`src/design/dsa_map.vh`:
```
// Purpose: constants for the data access and stack addressing block
// Assumes: 23-bit data word addresses, 24-bit address buses
// Notes:   memory-mapped offsets are data-space word addresses
`ifndef DSA_MAP_VH
`define DSA_MAP_VH
`define DSA_DADDR_W       23
`define DSA_BUS_W         24
`define DSA_IOADDR_W      16
`define DSA_PAGE_W        7
`define DSA_PTR_W         16
`define DSA_MMR_SP        23'h000018
`define DSA_MMR_SSP       23'h00004c
`define DSA_MMR_SPH       23'h00004e
`define DSA_SP_RST        16'h0000
`define DSA_SSP_RST       16'h0000
`define DSA_SPH_RST       7'h00
`define DSA_CFG_FAST      2'b00
`define DSA_CFG_SLOW      2'b01
`define DSA_CFG_LINKED    2'b10
`define DSA_CFG_RSVD      2'b11
`define DSA_VEC_CFG_HI    29
`define DSA_VEC_CFG_LO    28
`define DSA_SZ_BYTE       2'd0
`define DSA_SZ_WORD       2'd1
`define DSA_SZ_LONG       2'd2
`define DSA_OP_NONE       3'd0
`define DSA_OP_LOAD       3'd1
`define DSA_OP_STORE      3'd2
`define DSA_OP_IO_RD      3'd3
`define DSA_OP_IO_WR      3'd4
`define DSA_OP_PUSH       3'd5
`define DSA_OP_POP        3'd6
`define DSA_STK_DATA      2'd0
`define DSA_STK_SYS       2'd1
`define DSA_STK_BOTH      2'd2
`endif

```
`src/design/dsa_byte_lane.v`:
```
// Purpose: byte selection, extension and merge for data-space byte access
// Assumes: purely combinational, 16-bit memory words
// Notes:   instantiated by dsa_core
`timescale 1ns/1ps
`default_nettype none
module dsa_byte_lane (
  input  wire [15:0] mem_word,
  input  wire        high_sel,
  input  wire        unsigned_q,
  input  wire [15:0] src_val,
  output wire [15:0] load_val,
  output wire [15:0] store_word
);
  wire [7:0] picked;

  // pick upper or lower half of the addressed word
  assign picked     = high_sel ? mem_word[15:8] : mem_word[7:0];
  // zero-extend with the unsigned qualifier, else sign-extend
  assign load_val   = {{8{~unsigned_q & picked[7]}}, picked};
  // low eight source bits go into the chosen byte; the other byte is kept
  assign store_word = high_sel ? {src_val[7:0], mem_word[7:0]}
                               : {mem_word[15:8], src_val[7:0]};
endmodule
`default_nettype wire

```
`src/design/dsa_core.v`:
```
// Purpose: data/I-O address forming, operand sizing and stack pointer control
// Assumes: one request per cycle, memory read data returned before a store
// Notes:   byte stores are read-modify-write using the word on mem_rdata
//
// Notes on behaviour
// loads and stores handle byte, word and long word operands
// byte load picks bits 15-8 or 7-0 per high/low select
// loaded byte zero-extended when unsigned, sign-extended otherwise
// byte store writes the source's low eight bits into chosen byte
// byte store keeps the unselected byte of the word unchanged
// data addresses are 23-bit word addresses; bytes use their word
// long word is addressed by its upper half location
// lower half address is upper address with bit 0 inverted
// I/O space is separate, 16-bit word addresses, 64K locations
// I/O reads use data-read bus, writes use data-write bus
// I/O address zero-padded to 24 bits on the bus
// I/O address steps wrap at FFFFh and 0000h; unsupported use
// data stack address is page in 22-16 and pointer in 15-0
// push decrements then writes; pop reads then increments
// push and pop never change the stack page register
// system stack address is page plus system pointer, same pre/post
// linked configuration moves system pointer with data pointer
// dual configurations keep system pointer independent, context save only
// combined stack addresses have no memory-mapped location
// both 16-bit pointers reachable by instruction and memory map
// page register mapped; writes through combined addresses leave it
// stack configuration from reset vector bits 29:28
// data word address shifted left with zero to form bus address
`timescale 1ns/1ps
`default_nettype none
`include "dsa_map.vh"
module dsa_core (
  input  wire                    sys_clk,
  input  wire                    arst_n,
  input  wire                    cfg_load,
  input  wire [31:0]             reset_vector,
  input  wire                    req_valid,
  input  wire [2:0]              req_op,
  input  wire [1:0]              req_size,
  input  wire [1:0]              req_stack,
  input  wire                    req_high_byte,
  input  wire                    req_unsigned,
  input  wire                    req_second,
  input  wire [22:0]             req_addr,
  input  wire [31:0]             req_wdata,
  input  wire                    ptr_wr,
  input  wire [1:0]              ptr_sel,
  input  wire [15:0]             ptr_wdata,
  input  wire                    ext_wr,
  input  wire                    ext_sys,
  input  wire [22:0]             ext_wdata,
  input  wire [15:0]             mem_rdata,
  output reg  [23:0]             data_read_address_bus,
  output reg  [23:0]             data_write_address_bus,
  output reg                     rd_en,
  output reg                     wr_en,
  output reg  [15:0]             wr_data,
  output reg                     io_space,
  output reg  [31:0]             load_data,
  output reg                     load_valid,
  output reg  [22:0]             data_stack_address_ext,
  output reg  [22:0]             system_stack_address_ext,
  output reg  [15:0]             mmr_rdata,
  output reg  [1:0]              stack_cfg,
  output reg                     cfg_illegal
);
  reg  [15:0] data_stack_pointer_r;
  reg  [15:0] system_stack_pointer_r;
  reg  [6:0]  stack_page_high_r;
  reg  [1:0]  stack_cfg_r;
  reg  [15:0] sp_nxt;
  reg  [15:0] ssp_nxt;
  reg  [6:0]  sph_nxt;
  reg  [22:0] waddr;
  reg  [22:0] stk_addr;
  reg  [15:0] io_addr;
  reg  [15:0] half;
  reg         mv_data;
  reg         mv_sys;
  wire [15:0] byte_load;
  wire [15:0] byte_store;
  wire        linked;
  wire [1:0]  cfg_nxt;

  assign linked = (stack_cfg_r == `DSA_CFG_LINKED);
  // visible configuration follows the vector one edge after cfg_load, not two
  assign cfg_nxt = cfg_load ? reset_vector[`DSA_VEC_CFG_HI:`DSA_VEC_CFG_LO] : stack_cfg_r;

  dsa_byte_lane u_lane (
    .mem_word   (mem_rdata),
    .high_sel   (req_high_byte),
    .unsigned_q (req_unsigned),
    .src_val    (req_wdata[15:0]),
    .load_val   (byte_load),
    .store_word (byte_store)
  );

  // stack configuration is sampled from the reset vector word after reset
  always @(posedge sys_clk or negedge arst_n) begin
    if (!arst_n) begin
      stack_cfg_r <= `DSA_CFG_FAST;
    end else if (cfg_load) begin
      stack_cfg_r <= reset_vector[`DSA_VEC_CFG_HI:`DSA_VEC_CFG_LO];
    end
  end

  // pointer next values; page register only moves by its mapped write
  always @* begin
    sp_nxt  = data_stack_pointer_r;
    ssp_nxt = system_stack_pointer_r;
    sph_nxt = stack_page_high_r;
    mv_data = 1'b0;
    mv_sys  = 1'b0;
    if (req_valid && (req_op == `DSA_OP_PUSH || req_op == `DSA_OP_POP)) begin
      mv_data = (req_stack != `DSA_STK_SYS);
      // context save touches the system stack in any configuration
      mv_sys  = (req_stack != `DSA_STK_DATA) || (linked && mv_data);
      if (req_op == `DSA_OP_PUSH) begin
        if (mv_data) sp_nxt = data_stack_pointer_r - 16'h0001;
        if (mv_sys)  ssp_nxt = system_stack_pointer_r - 16'h0001;
      end else begin
        if (mv_data) sp_nxt = data_stack_pointer_r + 16'h0001;
        if (mv_sys)  ssp_nxt = system_stack_pointer_r + 16'h0001;
      end
    end
    // dedicated instruction / mapped writes; mapped pointer write does not relink
    if (ptr_wr) begin
      case (ptr_sel)
        2'd0: sp_nxt = ptr_wdata;
        2'd1: ssp_nxt = ptr_wdata;
        2'd2: sph_nxt = ptr_wdata[6:0];
        default: sph_nxt = stack_page_high_r;
      endcase
    end
    // combined-address writes load only the pointer part
    if (ext_wr) begin
      if (ext_sys) ssp_nxt = ext_wdata[15:0];
      else         sp_nxt  = ext_wdata[15:0];
    end
  end

  // address forming for the current request
  always @* begin
    waddr    = req_addr;
    if (req_op != `DSA_OP_PUSH && req_op != `DSA_OP_POP && req_size == `DSA_SZ_LONG && req_second) begin
      waddr = {req_addr[22:1], ~req_addr[0]};
    end
    io_addr  = req_addr[15:0]; // 16-bit space, wraps naturally
    stk_addr = (req_stack == `DSA_STK_SYS) ? {stack_page_high_r, ssp_nxt}
                                           : {stack_page_high_r, sp_nxt};
    if (req_op == `DSA_OP_POP) begin
      stk_addr = (req_stack == `DSA_STK_SYS) ? {stack_page_high_r, system_stack_pointer_r}
                                             : {stack_page_high_r, data_stack_pointer_r};
    end
    half = req_second ? req_wdata[15:0] : req_wdata[31:16]; // upper half first
  end

  // registered bus outputs
  always @(posedge sys_clk or negedge arst_n) begin
    if (!arst_n) begin
      data_read_address_bus  <= 24'h000000;
      data_write_address_bus <= 24'h000000;
      rd_en                  <= 1'b0;
      wr_en                  <= 1'b0;
      wr_data                <= 16'h0000;
      io_space               <= 1'b0;
      load_data              <= 32'h00000000;
      load_valid             <= 1'b0;
    end else begin
      rd_en      <= 1'b0;
      wr_en      <= 1'b0;
      load_valid <= 1'b0;
      io_space   <= 1'b0;
      if (req_valid) begin
        case (req_op)
          `DSA_OP_LOAD: begin
            data_read_address_bus <= {waddr, 1'b0};
            rd_en      <= 1'b1;
            load_valid <= 1'b1;
            case (req_size)
              `DSA_SZ_BYTE: load_data <= {{16{byte_load[15]}}, byte_load};
              `DSA_SZ_WORD: load_data <= {16'h0000, mem_rdata};
              default: begin
                if (req_second) load_data <= {load_data[31:16], mem_rdata};
                else            load_data <= {mem_rdata, 16'h0000};
              end
            endcase
          end
          `DSA_OP_STORE: begin
            data_write_address_bus <= {waddr, 1'b0};
            wr_en   <= 1'b1;
            case (req_size)
              `DSA_SZ_BYTE: wr_data <= byte_store;
              `DSA_SZ_WORD: wr_data <= req_wdata[15:0];
              default:      wr_data <= half;
            endcase
          end
          `DSA_OP_IO_RD: begin
            data_read_address_bus <= {8'h00, io_addr};
            rd_en      <= 1'b1;
            io_space   <= 1'b1;
            load_valid <= 1'b1;
            load_data  <= {16'h0000, mem_rdata};
          end
          `DSA_OP_IO_WR: begin
            data_write_address_bus <= {8'h00, io_addr};
            wr_en    <= 1'b1;
            io_space <= 1'b1;
            wr_data  <= req_wdata[15:0];
          end
          `DSA_OP_PUSH: begin
            data_write_address_bus <= {stk_addr, 1'b0};
            wr_en   <= 1'b1;
            wr_data <= req_wdata[15:0];
          end
          `DSA_OP_POP: begin
            data_read_address_bus <= {stk_addr, 1'b0};
            rd_en      <= 1'b1;
            load_valid <= 1'b1;
            load_data  <= {16'h0000, mem_rdata};
          end
          default: rd_en <= 1'b0;
        endcase
      end
    end
  end

  // pointer registers and visible state
  always @(posedge sys_clk or negedge arst_n) begin
    if (!arst_n) begin
      data_stack_pointer_r     <= `DSA_SP_RST;
      system_stack_pointer_r   <= `DSA_SSP_RST;
      stack_page_high_r        <= `DSA_SPH_RST;
      data_stack_address_ext   <= 23'h000000;
      system_stack_address_ext <= 23'h000000;
      stack_cfg                <= `DSA_CFG_FAST;
      cfg_illegal              <= 1'b0;
    end else begin
      data_stack_pointer_r     <= sp_nxt;
      system_stack_pointer_r   <= ssp_nxt;
      stack_page_high_r        <= sph_nxt;
      // combined addresses exist only as dedicated outputs, not mapped
      data_stack_address_ext   <= {sph_nxt, sp_nxt};
      system_stack_address_ext <= {sph_nxt, ssp_nxt};
      stack_cfg                <= cfg_nxt;
      cfg_illegal              <= (cfg_nxt == `DSA_CFG_RSVD);
    end
  end

  // memory-mapped read of pointers and page; reads see the updated value
  always @(posedge sys_clk or negedge arst_n) begin
    if (!arst_n) begin
      mmr_rdata <= 16'h0000;
    end else begin
      case (req_addr)
        `DSA_MMR_SP:  mmr_rdata <= sp_nxt;
        `DSA_MMR_SSP: mmr_rdata <= ssp_nxt;
        `DSA_MMR_SPH: mmr_rdata <= {9'h000, sph_nxt};
        default:      mmr_rdata <= 16'h0000;
      endcase
    end
  end
endmodule
`default_nettype wire

```
`config.mk`:
```
export PLATFORM = sky130hd
export DESIGN_NAME = dsa_core
export DESIGN_NICKNAME = d
export VERILOG_FILES = /design/src/design/dsa_byte_lane.v /design/src/design/dsa_core.v
export VERILOG_INCLUDE_DIRS = /design/src /design/src/design
export SDC_FILE = /design/constraint.sdc
export NUM_CORES = 1
export LEC_CHECK = 0
export ABC_AREA = 1
export ABC_CLOCK_PERIOD_IN_PS = 4400
export BUFFER_PORTS_ARGS = -buffer_cell sky130_fd_sc_hd__buf_2
export CORE_MARGIN = 3
export CORE_UTILIZATION = 26
export DETAILED_ROUTE_END_ITERATION = 16
export PLACE_DENSITY = 0.47
export SLEW_MARGIN = 20
export SYNTH_ARGS = -nofsm -noshare
export SYNTH_HDL_FRONTEND = slang
export SYNTH_SLANG_ARGS = --single-unit
```
`constraint.sdc`:
```
create_clock -name sys_clk -period 4.4 [get_ports sys_clk]
set_input_delay 0.44 -clock sys_clk [delete_from_list [all_inputs] [get_ports sys_clk]]
set_output_delay 0.44 -clock sys_clk [all_outputs]
set_load 0.005 [all_outputs]
```
==> run_results.csv, run 1 <==
group,metric,value,unit
outcome,outcome,"complete, but fails checks",
outcome,violations,"negative hold slack",
timing,period_needed,2.62,ns
synthesis,synth_edf_count,0,
timing,timing.fmax,0.382,GHz
layout,synthToLayoutAreaGrowth,25.6,%
layout,drive_above_1_share,0.222,
drt,vias,11000,
timing,setup_viol,0,
synthesis,synthFlopType,"dfrtp_1",
timing,drv_slew,0,
global_routing,first_global_vias,10700,
layout,finalNetCount,1830,
drt,detail_route.wl_per_cell,20.8,um
pwr,ir_drop,0.282,mV
job,maxCapViolCount,0,
global_routing,antenna_found_initial,3,
floorplanning,die_h,200,um
synthesis,synthMuxAreaShare,0,
layout,layout_commonest_cell,"nand2_1",
timing,max-slew-margin-rel,0.308,
clock_tree,cts_htree_levels,4,
clock_tree,postCtsSetupBuffers,0,
pwr,power.density,392,nW/um^2
clock_tree,cts_inserted_buffers,17,
worst_setup_path,cp.required,4.73,ns
timing,tns,0,ns
timing,tightest_slew,1.04,ns
timing,finalCritPeriodShare,0.595,
drt,wl,44800,um
timing,hold_viol_final,4,
synthesis,ys_types,49,
synthesis,ys_ff_latch,157,
synthesis,synth_top_family_by_area,"simple AND/OR/NAND/NOR gates",
floorplanning,ios,326,
global_routing,grtUsageTotal,0.220,
synthesis,yosysWarnings,0,
timing,holdWs,-0.00638,ns
clock_tree,ctsResizeCount,0,
synthesis,synth_simple_gate_area_frac,0.329,
synthesis,synth_area_leaders,"dfrtp_1 (40%), nand2_1 (15%), nor2_1 (7.3%)",
synthesis,syn_area,9760,sq um
worst_setup_path,r2r_slack,1.92,ns
synthesis,syn_avg_cell_area,6.92,sq um
worst_setup_path,worstPathMaxFanout,33,
global_routing,grt_pass1_wl,66000,um
clock_tree,clk_path_buf_depth,2,
timing,postLayoutSetupSlackWorst,1.78,ns
clock_tree,cts_tree,"done",
worst_setup_path,path_class,"in2reg",
drt,drcViolationCount,0,
worst_setup_path,rr_startpoint,"system_stack_pointer_r[0]$_DFF_PN0_",
placement,gp_congestion,0.912,
clock_tree,worstSkewPairLatency,0.45,ns
worst_setup_path,r2r_cells,13,
placement,pre_cts_slack,1.28,ns
worst_setup_path,startpoint_type,"primary input",
floorplanning,dieArea,39900,sq um
clock_tree,numClockSinks,157,
synthesis,synth_adder_area_share,0.00513,
clock_tree,path_clk_slew,0.07,ns
pwr,leakage,6.18,nW
floorplanning,rows,70,
placement,hpwl,33800,um
placement,postPlaceCellArea,11600,sq um
synthesis,synth_compound_area_frac,0.176,
layout,most-common-layout-cells,"nand2_1 (393), buf_2 (287), nor2_1 (186)",
worst_setup_path,end_kind,"flop",
synthesis,synthArstFlopShare,1.00,
timing,rsz0062_at_grt,"no",
layout,fin_area,12300,sq um
synthesis,yosysSeqAreaShare,0.403,
drt,via_per_inst,5.14,
layout,fillers,4099,
worst_hold_path,hold_class,"in2async",
global_routing,grt_max_degree,72,
synthesis,synth_cells,1411,
timing,fin_worst_skew,0.0124,ns
clock_tree,ctsHoldBuffers,0,
placement,io_buffer_count,288,
synthesis,synth_xor_area_frac,0.00359,
worst_setup_path,arrival,2.94,ns
drt,dr.pass1.iters,5,
worst_setup_path,rr_endpoint,"data_write_address_bus[12]$_DFFE_PN0P_",
drt,drt-initial-drc-count,874,
floorplanning,core_area,36800,sq um
clock_tree,cts_root_buffer,"clkbuf_16",
drt,postRouteAntennaNets,0,
floorplanning,start_util,0.265,
synthesis,synth_top_area_share,0.403,
floorplanning,die_width,200,um
synthesis,syn_nets,1576,
synthesis,synth_top_cell_by_area,"dfrtp_1",
global_routing,grt_overflow,0,
==> stage by stage <==
stage                      util  cells  hold slack [ns]  power [mW]
after CTS                 0.333   2146           0.0236        4.85
after floorplan               -   1411            0.144        2.49
after global placement    0.316   2114            0.467        3.17
after detailed placement  0.316   2114            0.473        3.18
final                     0.333   2148         -0.00638        4.80
after global routing      0.333   2146           0.0422        5.08
==> how the worst max path moves through the flow <==
stage,from,end,cells past startpoint
floorplan,req_valid,data_write_address_bus[9]$_DFFE_PN0P_,14
global placement,req_op[1],data_write_address_bus[15]$_DFFE_PN0P_,15
detailed placement,req_op[1],data_write_address_bus[15]$_DFFE_PN0P_,15
CTS,req_op[1],data_write_address_bus[15]$_DFFE_PN0P_,15
global route,req_op[1],data_write_address_bus[15]$_DFFE_PN0P_,15
finish,req_op[1],data_write_address_bus[15]$_DFFE_PN0P_,15
==> cell usage after synthesis, types with 2 or more instances <==
master	count
dfrtp_1	157
nand3b_1	3
nand4_1	16
o211ai_1	21
nor2_4	2
o22ai_1	3
inv_2	6
buf_2	9
clkinv_1	3
a31oi_1	17
a221oi_1	32
nand3_1	129
o31ai_1	3
a22o_1	9
ha_1	4
buf_1	10
nor2_2	7
nor2_1	189
inv_1	121
nor4_1	3
buf_4	10
a32o_1	7
nor2_8	2
or2_2	2
nor3_1	6
nand2_2	2
nand2_1	394
o21ai_1	15
o21ai_0	74
clkbuf_1	41
xor2_1	4
a21oi_1	93
==> cell families after synthesis <==
| logic type | count (synthesis) |
|---|---|
| and+or+nand+nor | 762 |
| AOI/OAI and AO/OA | 282 |
| buffers and inverters | 202 |
| DFF | 157 |
| xor gates and xnor gates | 4 |
| adders and majority gates | 4 |
==> final cells by class <==
cell class | count | area, sq um | area share
Antenna cell | 2 | 5.00 | 0.000408
Multi-Input combinational cell | 1052 | 5030 | 0.411
Tap cell | 468 | 586 | 0.0478
Timing Repair Buffer | 307 | 1590 | 0.130
Clock buffer | 18 | 429 | 0.0350
Clock inverter | 14 | 198 | 0.0161
Inverter | 130 | 488 | 0.0398
Sequential cell | 157 | 3930 | 0.321
==> routing by layer <==
| layer | wire length (um) | GRT usage | part of all wire |
|---|---|---|---|
| met4 | 1360 | 0.0762 | 0.030 |
| met1 | 19300 | 0.296 | 0.43 |
| met3 | 3390 | 0.0482 | 0.076 |
| met2 | 20700 | 0.352 | 0.46 |
| met5 | 10 | 0 | 0.00022 |
==> registers in the layout, summed over array words and instances (netlist names) <==
signal	count
stack_page_high_r	6
mmr_rdata	16
cfg_illegal	1
wr_en	1
system_stack_address_ext	1
stack_cfg	2
data_read_address_bus	24
load_data	32
wr_data	16
system_stack_pointer_r	15
data_stack_pointer_r	15
data_write_address_bus	24
data_stack_address_ext	2
io_space	1
load_valid	1
==> critical path, cell delays in order <==
cell and delay, ns:
buf_2 0.12, inv_2 0.11, nand3_4 0.31, inv_2 0.58, a21oi_1 0.12, nor2_1 0.23
nand3_1 0.10, nand2_1 0.07, nand3_1 0.13, nand2_1 0.15, nand3_1 0.07, nand2_1 0.20
nand2_1 0.09, nand3_1 0.11, a21oi_1 0.07
==> power breakdown <==
group          internal (mW)  switching [mW]
Clock                  0.921           0.729
Sequential              1.67           0.237
Combinational          0.458           0.789
No activity file was read; power rests on OpenSTA's default activity.
==> run 2, diff against run 1 <==
Settings changed: ABC_CLOCK_PERIOD_IN_PS 4400 to 2200, PLACE_DENSITY 0.47 to 0.48.
Clock period 4.4 ns to 2.2 ns, I/O delays scaled along.
==> run_results.csv, run 2 (same netlist as run 1, synthesis figures left out) <==
group,metric,value,unit
outcome,outcome,"complete, no violations",
job,maxCapViolCount,0,
placement,hpwl,36400,um
layout,layout_commonest_cell,"nand2_1",
worst_setup_path,worstPathCellList,"inv_2 > ha_4 > buf_4 > nand3_1 > nand2_2 > nand2_2 > nor2_4 > buf_4 > nand3_1 > nand3_1 > nand2_1 > nand3_1 > nand3_2 > nand2_1 > nand2_1 > a21oi_1",
timing,max-slew-margin-rel,0.504,
layout,largest_reg_flops,32,
worst_setup_path,max_stage_delay,0.41,ns
worst_setup_path,crit_top_cell,"nand3_1",
layout,finalNetCount,1976,
floorplanning,die_width,200,um
timing,setup_viol,0,
timing,finalCritPeriodShare,0.971,
timing,holdWs,0.0293,ns
timing,rsz0062_at_grt,"yes",
timing,timing.fmax,0.468,GHz
clock_tree,numClockSinks,157,
drt,wl_met2,21500,um
layout,regMostFlops,"load_data",
worst_setup_path,crit_family,"simple AND/OR/NAND/NOR gates",
pwr,ir_drop,0.589,mV
worst_setup_path,end_kind,"flop",
floorplanning,rows,70,
layout,postLayoutCoreUtil,0.370,
worst_hold_path,hold_class,"in2reg",
drt,dr.pass1.iters,5,
global_routing,grt_overflow,0,
clock_tree,path_clk_slew,0.07,ns
clock_tree,cts_inserted_buffers,17,
clock_tree,cts_root_buffer,"clkbuf_16",
global_routing,first_global_vias,11100,
global_routing,antenna_found_initial,4,
worst_setup_path,path_class,"reg2reg",
drt,drt-initial-drc-count,742,
drt,wl_met3,3240,um
worst_setup_path,cp.required,2.58,ns
worst_setup_path,startpoint_type,"flop",
layout,most-common-layout-cells,"nand2_1 (385), buf_2 (287), nor2_1 (179)",
worst_setup_path,worstPathMaxFanout,3,
pwr,totalPowerFinal,9.96,mW
global_routing,grtUsageTotal,0.230,
global_routing,grt_pass1_wl,68400,um
timing,postLayoutSetupSlackWorst,0.0634,ns
floorplanning,core_area,36800,sq um
drt,detail_route.wl_per_cell,20.5,um
timing,tightest_slew,0.744,ns
layout,synthToLayoutAreaGrowth,39.5,%
placement,pre_cts_slack,-0.135,ns
placement,io_buffer_count,288,
drt,wl,47100,um
clock_tree,clk_path_buf_depth,2,
drt,top_layer_used,"met5",
drt,drcViolationCount,0,
worst_setup_path,slowest_stage,"dfrtp_1",
clock_tree,cts_htree_levels,4,
layout,reg_top3,"load_data: 32 flops, data_read_address_bus: 24 flops, data_write_address_bus: 24 flops",
pwr,power.density,731,nW/um^2
floorplanning,dieArea,39900,sq um
floorplanning,ios,326,
drt,via_per_inst,5.03,
timing,hold_viol_final,0,
worst_setup_path,cp_num_buf_inv,3,
drt,wl_met1,20500,um
pwr,leakage,6.92,nW
clock_tree,cts_tree,"done",
timing,drv_slew,0,
drt,vias,11500,
drt,postRouteAntennaNets,0,
placement,gp_congestion,0.926,
floorplanning,start_util,0.265,
timing,period_needed,2.14,ns
floorplanning,die_h,200,um
worst_setup_path,arrival,2.52,ns
clock_tree,worstSkewPairLatency,0.46,ns
global_routing,grt_max_degree,48,
timing,fin_worst_skew,0.00939,ns
layout,drive_above_1_share,0.308,
run 2: changes by cell type in the layout (fill, tap and decap cells not counted), moves of 5 or more:
cell	previous run	this run
buf_4	19	152
buf_12	0	10
nand3_1	129	119
nand3_2	1	11
dfrtp_1	157	149
dfrtp_2	0	8
nand2_1	393	385
nand2_2	3	11
nor2_1	186	179
nor2_2	10	15
run 2: final timing paths:
check,startpoint,to,depth (start not counted),slack [ns]
max in group asynchronous,arst_n,system_stack_pointer_r[1]$_DFF_PN0_,3,1.27
hold reg to reg,data_read_address_bus[0]$_DFFE_PN0P_,data_read_address_bus[0]$_DFFE_PN0P_,2,0.49
setup / recovery,data_stack_pointer_r[0]$_DFF_PN0_,data_write_address_bus[13]$_DFFE_PN0P_,16,0.06
hold / removal,req_wdata[7],wr_data[7]$_DFFE_PN0P_,3,0.03
min in group asynchronous,arst_n,load_valid$_DFF_PN0_,2,0.27
setup reg to reg,data_stack_pointer_r[0]$_DFF_PN0_,data_write_address_bus[13]$_DFFE_PN0P_,16,0.06
run 2: layout make-up:
type / instances / area (sq um)
diodes: 3 / 7.51
multi-input cells: 1052 / 5170
clock inverters: 14 / 174
well taps: 468 / 586
clock buffers: 18 / 429
fillers: 3996 / 23200
flip-flops and latches: 157 / 3940
repair buffers: 453 / 2820
inverters: 130 / 488
run 2: per-stage QoR:
| stage | instance area, sq um | cells | setup TNS (ns) |
|---|---|---|---|
| after floorplan | 9760 | 1411 | 0 |
| after global routing | 13600 | 2294 | -0.252 |
| after global placement | 12800 | 2254 | -0.203 |
| final | 13600 | 2295 | 0 |
| after detailed placement | 12800 | 2254 | -0.435 |
| after CTS | 13400 | 2287 | 0 |
run 2: metal layers:
metal  vias to the layer above  GRT usage
met5                         -          0
met4                         2     0.0972
met3                        69     0.0488
met2                       418      0.360
met1                      5551      0.309
li1                       5497          -
run 2: repair_timing:
action	CTS	global route
resized for setup	8	48
hold buffers	1	0
gates cloned	0	0
hold endpoints to repair	41	0
setup endpoints to repair	6	19
pin swaps	0	6
setup buffers	0	5
run 2: tightest hold or removal path, delay by kind of cell:
| kind | cells | cell delay, ns |
|---|---|---|
| compound gates | 1 | 0.06 |
| simple gates | 1 | 0.06 |
| buf+inv | 1 | 0.11 |
run 2: report_power, final:
part           switching [mW]  total, mW  leakage, nW  internal (mW)
Clock                    1.45       3.17        0.291           1.72
Combinational            1.78       3.04         4.75           1.27
Sequential              0.404       3.75         1.88           3.34
==> run 3, diff against run 2 <==
Settings changed: PLACE_DENSITY 0.48 to 0.55.
==> run_results.csv, run 3 (same netlist as run 1, synthesis figures left out) <==
group,metric,value,unit
placement,hpwl,36700,um
layout,drive_above_1_share,0.320,
worst_setup_path,path_class,"reg2reg",
floorplanning,rows,70,
global_routing,first_global_vias,11200,
layout,postLayoutCoreUtil,0.371,
layout,synthToLayoutAreaGrowth,39.9,%
timing,drv_slew,0,
drt,detail_route.wl_per_cell,20.7,um
global_routing,grt_pass1_wl,69300,um
pwr,ir_drop,0.595,mV
floorplanning,start_util,0.265,
drt,wl,47400,um
drt,vias,11700,
worst_setup_path,crit_top_cell,"nand2_1",
layout,multi_input_area,5260,sq um
clock_tree,cts_tree,"done",
layout,fillers,3985,
timing,period_needed,2.12,ns
worst_setup_path,cp.required,2.54,ns
placement,io_buffer_count,288,
layout,layout_commonest_cell,"nand2_1",
drt,drcViolationCount,0,
clock_tree,clk_path_buf_depth,2,
worst_setup_path,worstPathMaxFanout,3,
global_routing,antenna_found_initial,2,
timing,tightest_slew,0.625,ns
timing,setup_viol,0,
layout,finalNetCount,1979,
clock_tree,cts_htree_levels,4,
layout,regArea,3950,sq um
timing,holdWs,0.0364,ns
placement,gp_congestion,0.953,
floorplanning,ios,326,
clock_tree,numClockSinks,157,
drt,via_per_inst,5.10,
job,maxCapViolCount,0,
pwr,power.density,723,nW/um^2
floorplanning,die_h,200,um
outcome,outcome,"complete, no violations",
layout,largest_reg_flops,32,
layout,fin_area,13700,sq um
floorplanning,die_width,200,um
worst_setup_path,worstPathCellList,"ha_4 > nand3_4 > nor2_4 > buf_6 > nor2_1 > nand3b_1 > nand2_1 > nand2_1 > o21bai_1 > nand2_1 > nand2_1 > nand3_1 > nand2_1 > inv_1",
floorplanning,dieArea,39900,sq um
pwr,totalPowerFinal,9.87,mW
floorplanning,core_area,36800,sq um
timing,timing.fmax,0.472,GHz
clock_tree,cts_inserted_buffers,17,
layout,most-common-layout-cells,"nand2_1 (378), buf_2 (287), nor2_1 (180)",
timing,tns,0,ns
layout,regMostFlops,"load_data",
global_routing,grt_overflow,0,
worst_setup_path,max_stage_delay,0.44,ns
timing,finalCritPeriodShare,0.963,
layout,reg_top3,"load_data: 32 flops, data_read_address_bus: 24 flops, data_write_address_bus: 24 flops",
global_routing,grt_max_degree,48,
global_routing,grtUsageTotal,0.231,
worst_setup_path,end_kind,"flop",
worst_setup_path,crit_family,"simple AND/OR/NAND/NOR gates",
placement,postPlaceCellArea,12700,sq um
clock_tree,worstSkewPairLatency,0.45,ns
timing,max-slew-margin-rel,0.580,
drt,drt-initial-drc-count,1033,
worst_hold_path,hold_class,"in2reg",
worst_setup_path,startpoint_type,"flop",
layout,antennaDiodeCount,0,
pwr,leakage,6.90,nW
worst_setup_path,slowest_stage,"dfrtp_1",
clock_tree,cts_root_buffer,"clkbuf_16",
clock_tree,path_clk_slew,0.07,ns
drt,postRouteAntennaNets,0,
drt,dr.pass1.iters,6,
timing,hold_viol_final,0,
timing,fin_worst_skew,0.00936,ns
worst_setup_path,cp_num_buf_inv,2,
worst_setup_path,arrival,2.45,ns
## run 3: power by group
group	switching, mW	total [mW]	internal (mW)	leakage (nW)
clock network	1.35	2.94	1.60	0.269
logic	1.81	3.13	1.33	4.76
registers	0.443	3.79	3.35	1.88
total	3.60	9.87	6.27	6.90
## run 3: final timing paths
path                                                       from                                     to  slack, ns  depth (start not counted)
hold / removal                                    ext_wdata[10]   system_stack_pointer_r[10]$_DFF_PN0_       0.04                          3
hold reg to reg            data_read_address_bus[6]$_DFFE_PN0P_   data_read_address_bus[6]$_DFFE_PN0P_       0.49                          2
min in group asynchronous                                arst_n                 mmr_rdata[0]$_DFF_PN0_       0.30                          2
max in group asynchronous                                arst_n  data_write_address_bus[9]$_DFFE_PN0P_       1.08                          3
setup reg to reg              data_stack_pointer_r[0]$_DFF_PN0_                 mmr_rdata[6]$_DFF_PN0_       0.08                         14
setup / recovery              data_stack_pointer_r[0]$_DFF_PN0_                 mmr_rdata[6]$_DFF_PN0_       0.08                         14
## run 3: timing repair
item | 4_1_cts | 5_1_grt
gates resized for setup | 4 | 83
hold buffers | 1 | 0
pin swaps | 0 | 21
endpoints found under the setup margin | 4 | 23
hold endpoints to repair | 43 | 0
setup buffers | 0 | 11
## run 3: cell type report
type | instances | area share
multi-input cells | 1052 | 0.385
well taps | 468 | 0.0429
inverters | 130 | 0.0357
clock buffers | 20 | 0.0327
flip-flops and latches | 157 | 0.289
repair buffers | 456 | 0.206
clock inverters | 11 | 0.00806
## run 3: routing by layer
layer  vias up  wire [um]  share of wire  track usage
met4         2       1230          0.026       0.0744
li1       5499          -              -            -
met5         -         12        0.00025            0
met3        62       3820          0.081       0.0475
met2       547      21700           0.46        0.369
met1      5580      20600           0.44        0.316
## run 3: stage by stage
step / cells / setup slack, ns
6_report: 2294 / 0.0821
5_1_grt: 2294 / -0.0292
2_1_floorplan: 1411 / 0.396
3_5_place_dp: 2252 / -0.0608
3_3_place_gp: 2252 / -0.0357
4_1_cts: 2284 / 0.0137
## run 3: worst reg2reg max path, stage by stage, from the launching register on
cell and delay, ns:
dfrtp_1 0.44, ha_4 0.19, nand3_4 0.08, nor2_4 0.13, buf_6 0.10, nor2_1 0.03, nand3b_1 0.28, nand2_1 0.13
nand2_1 0.05, o21bai_1 0.22, nand2_1 0.11, nand2_1 0.07, nand3_1 0.07, nand2_1 0.07, inv_1 0.05
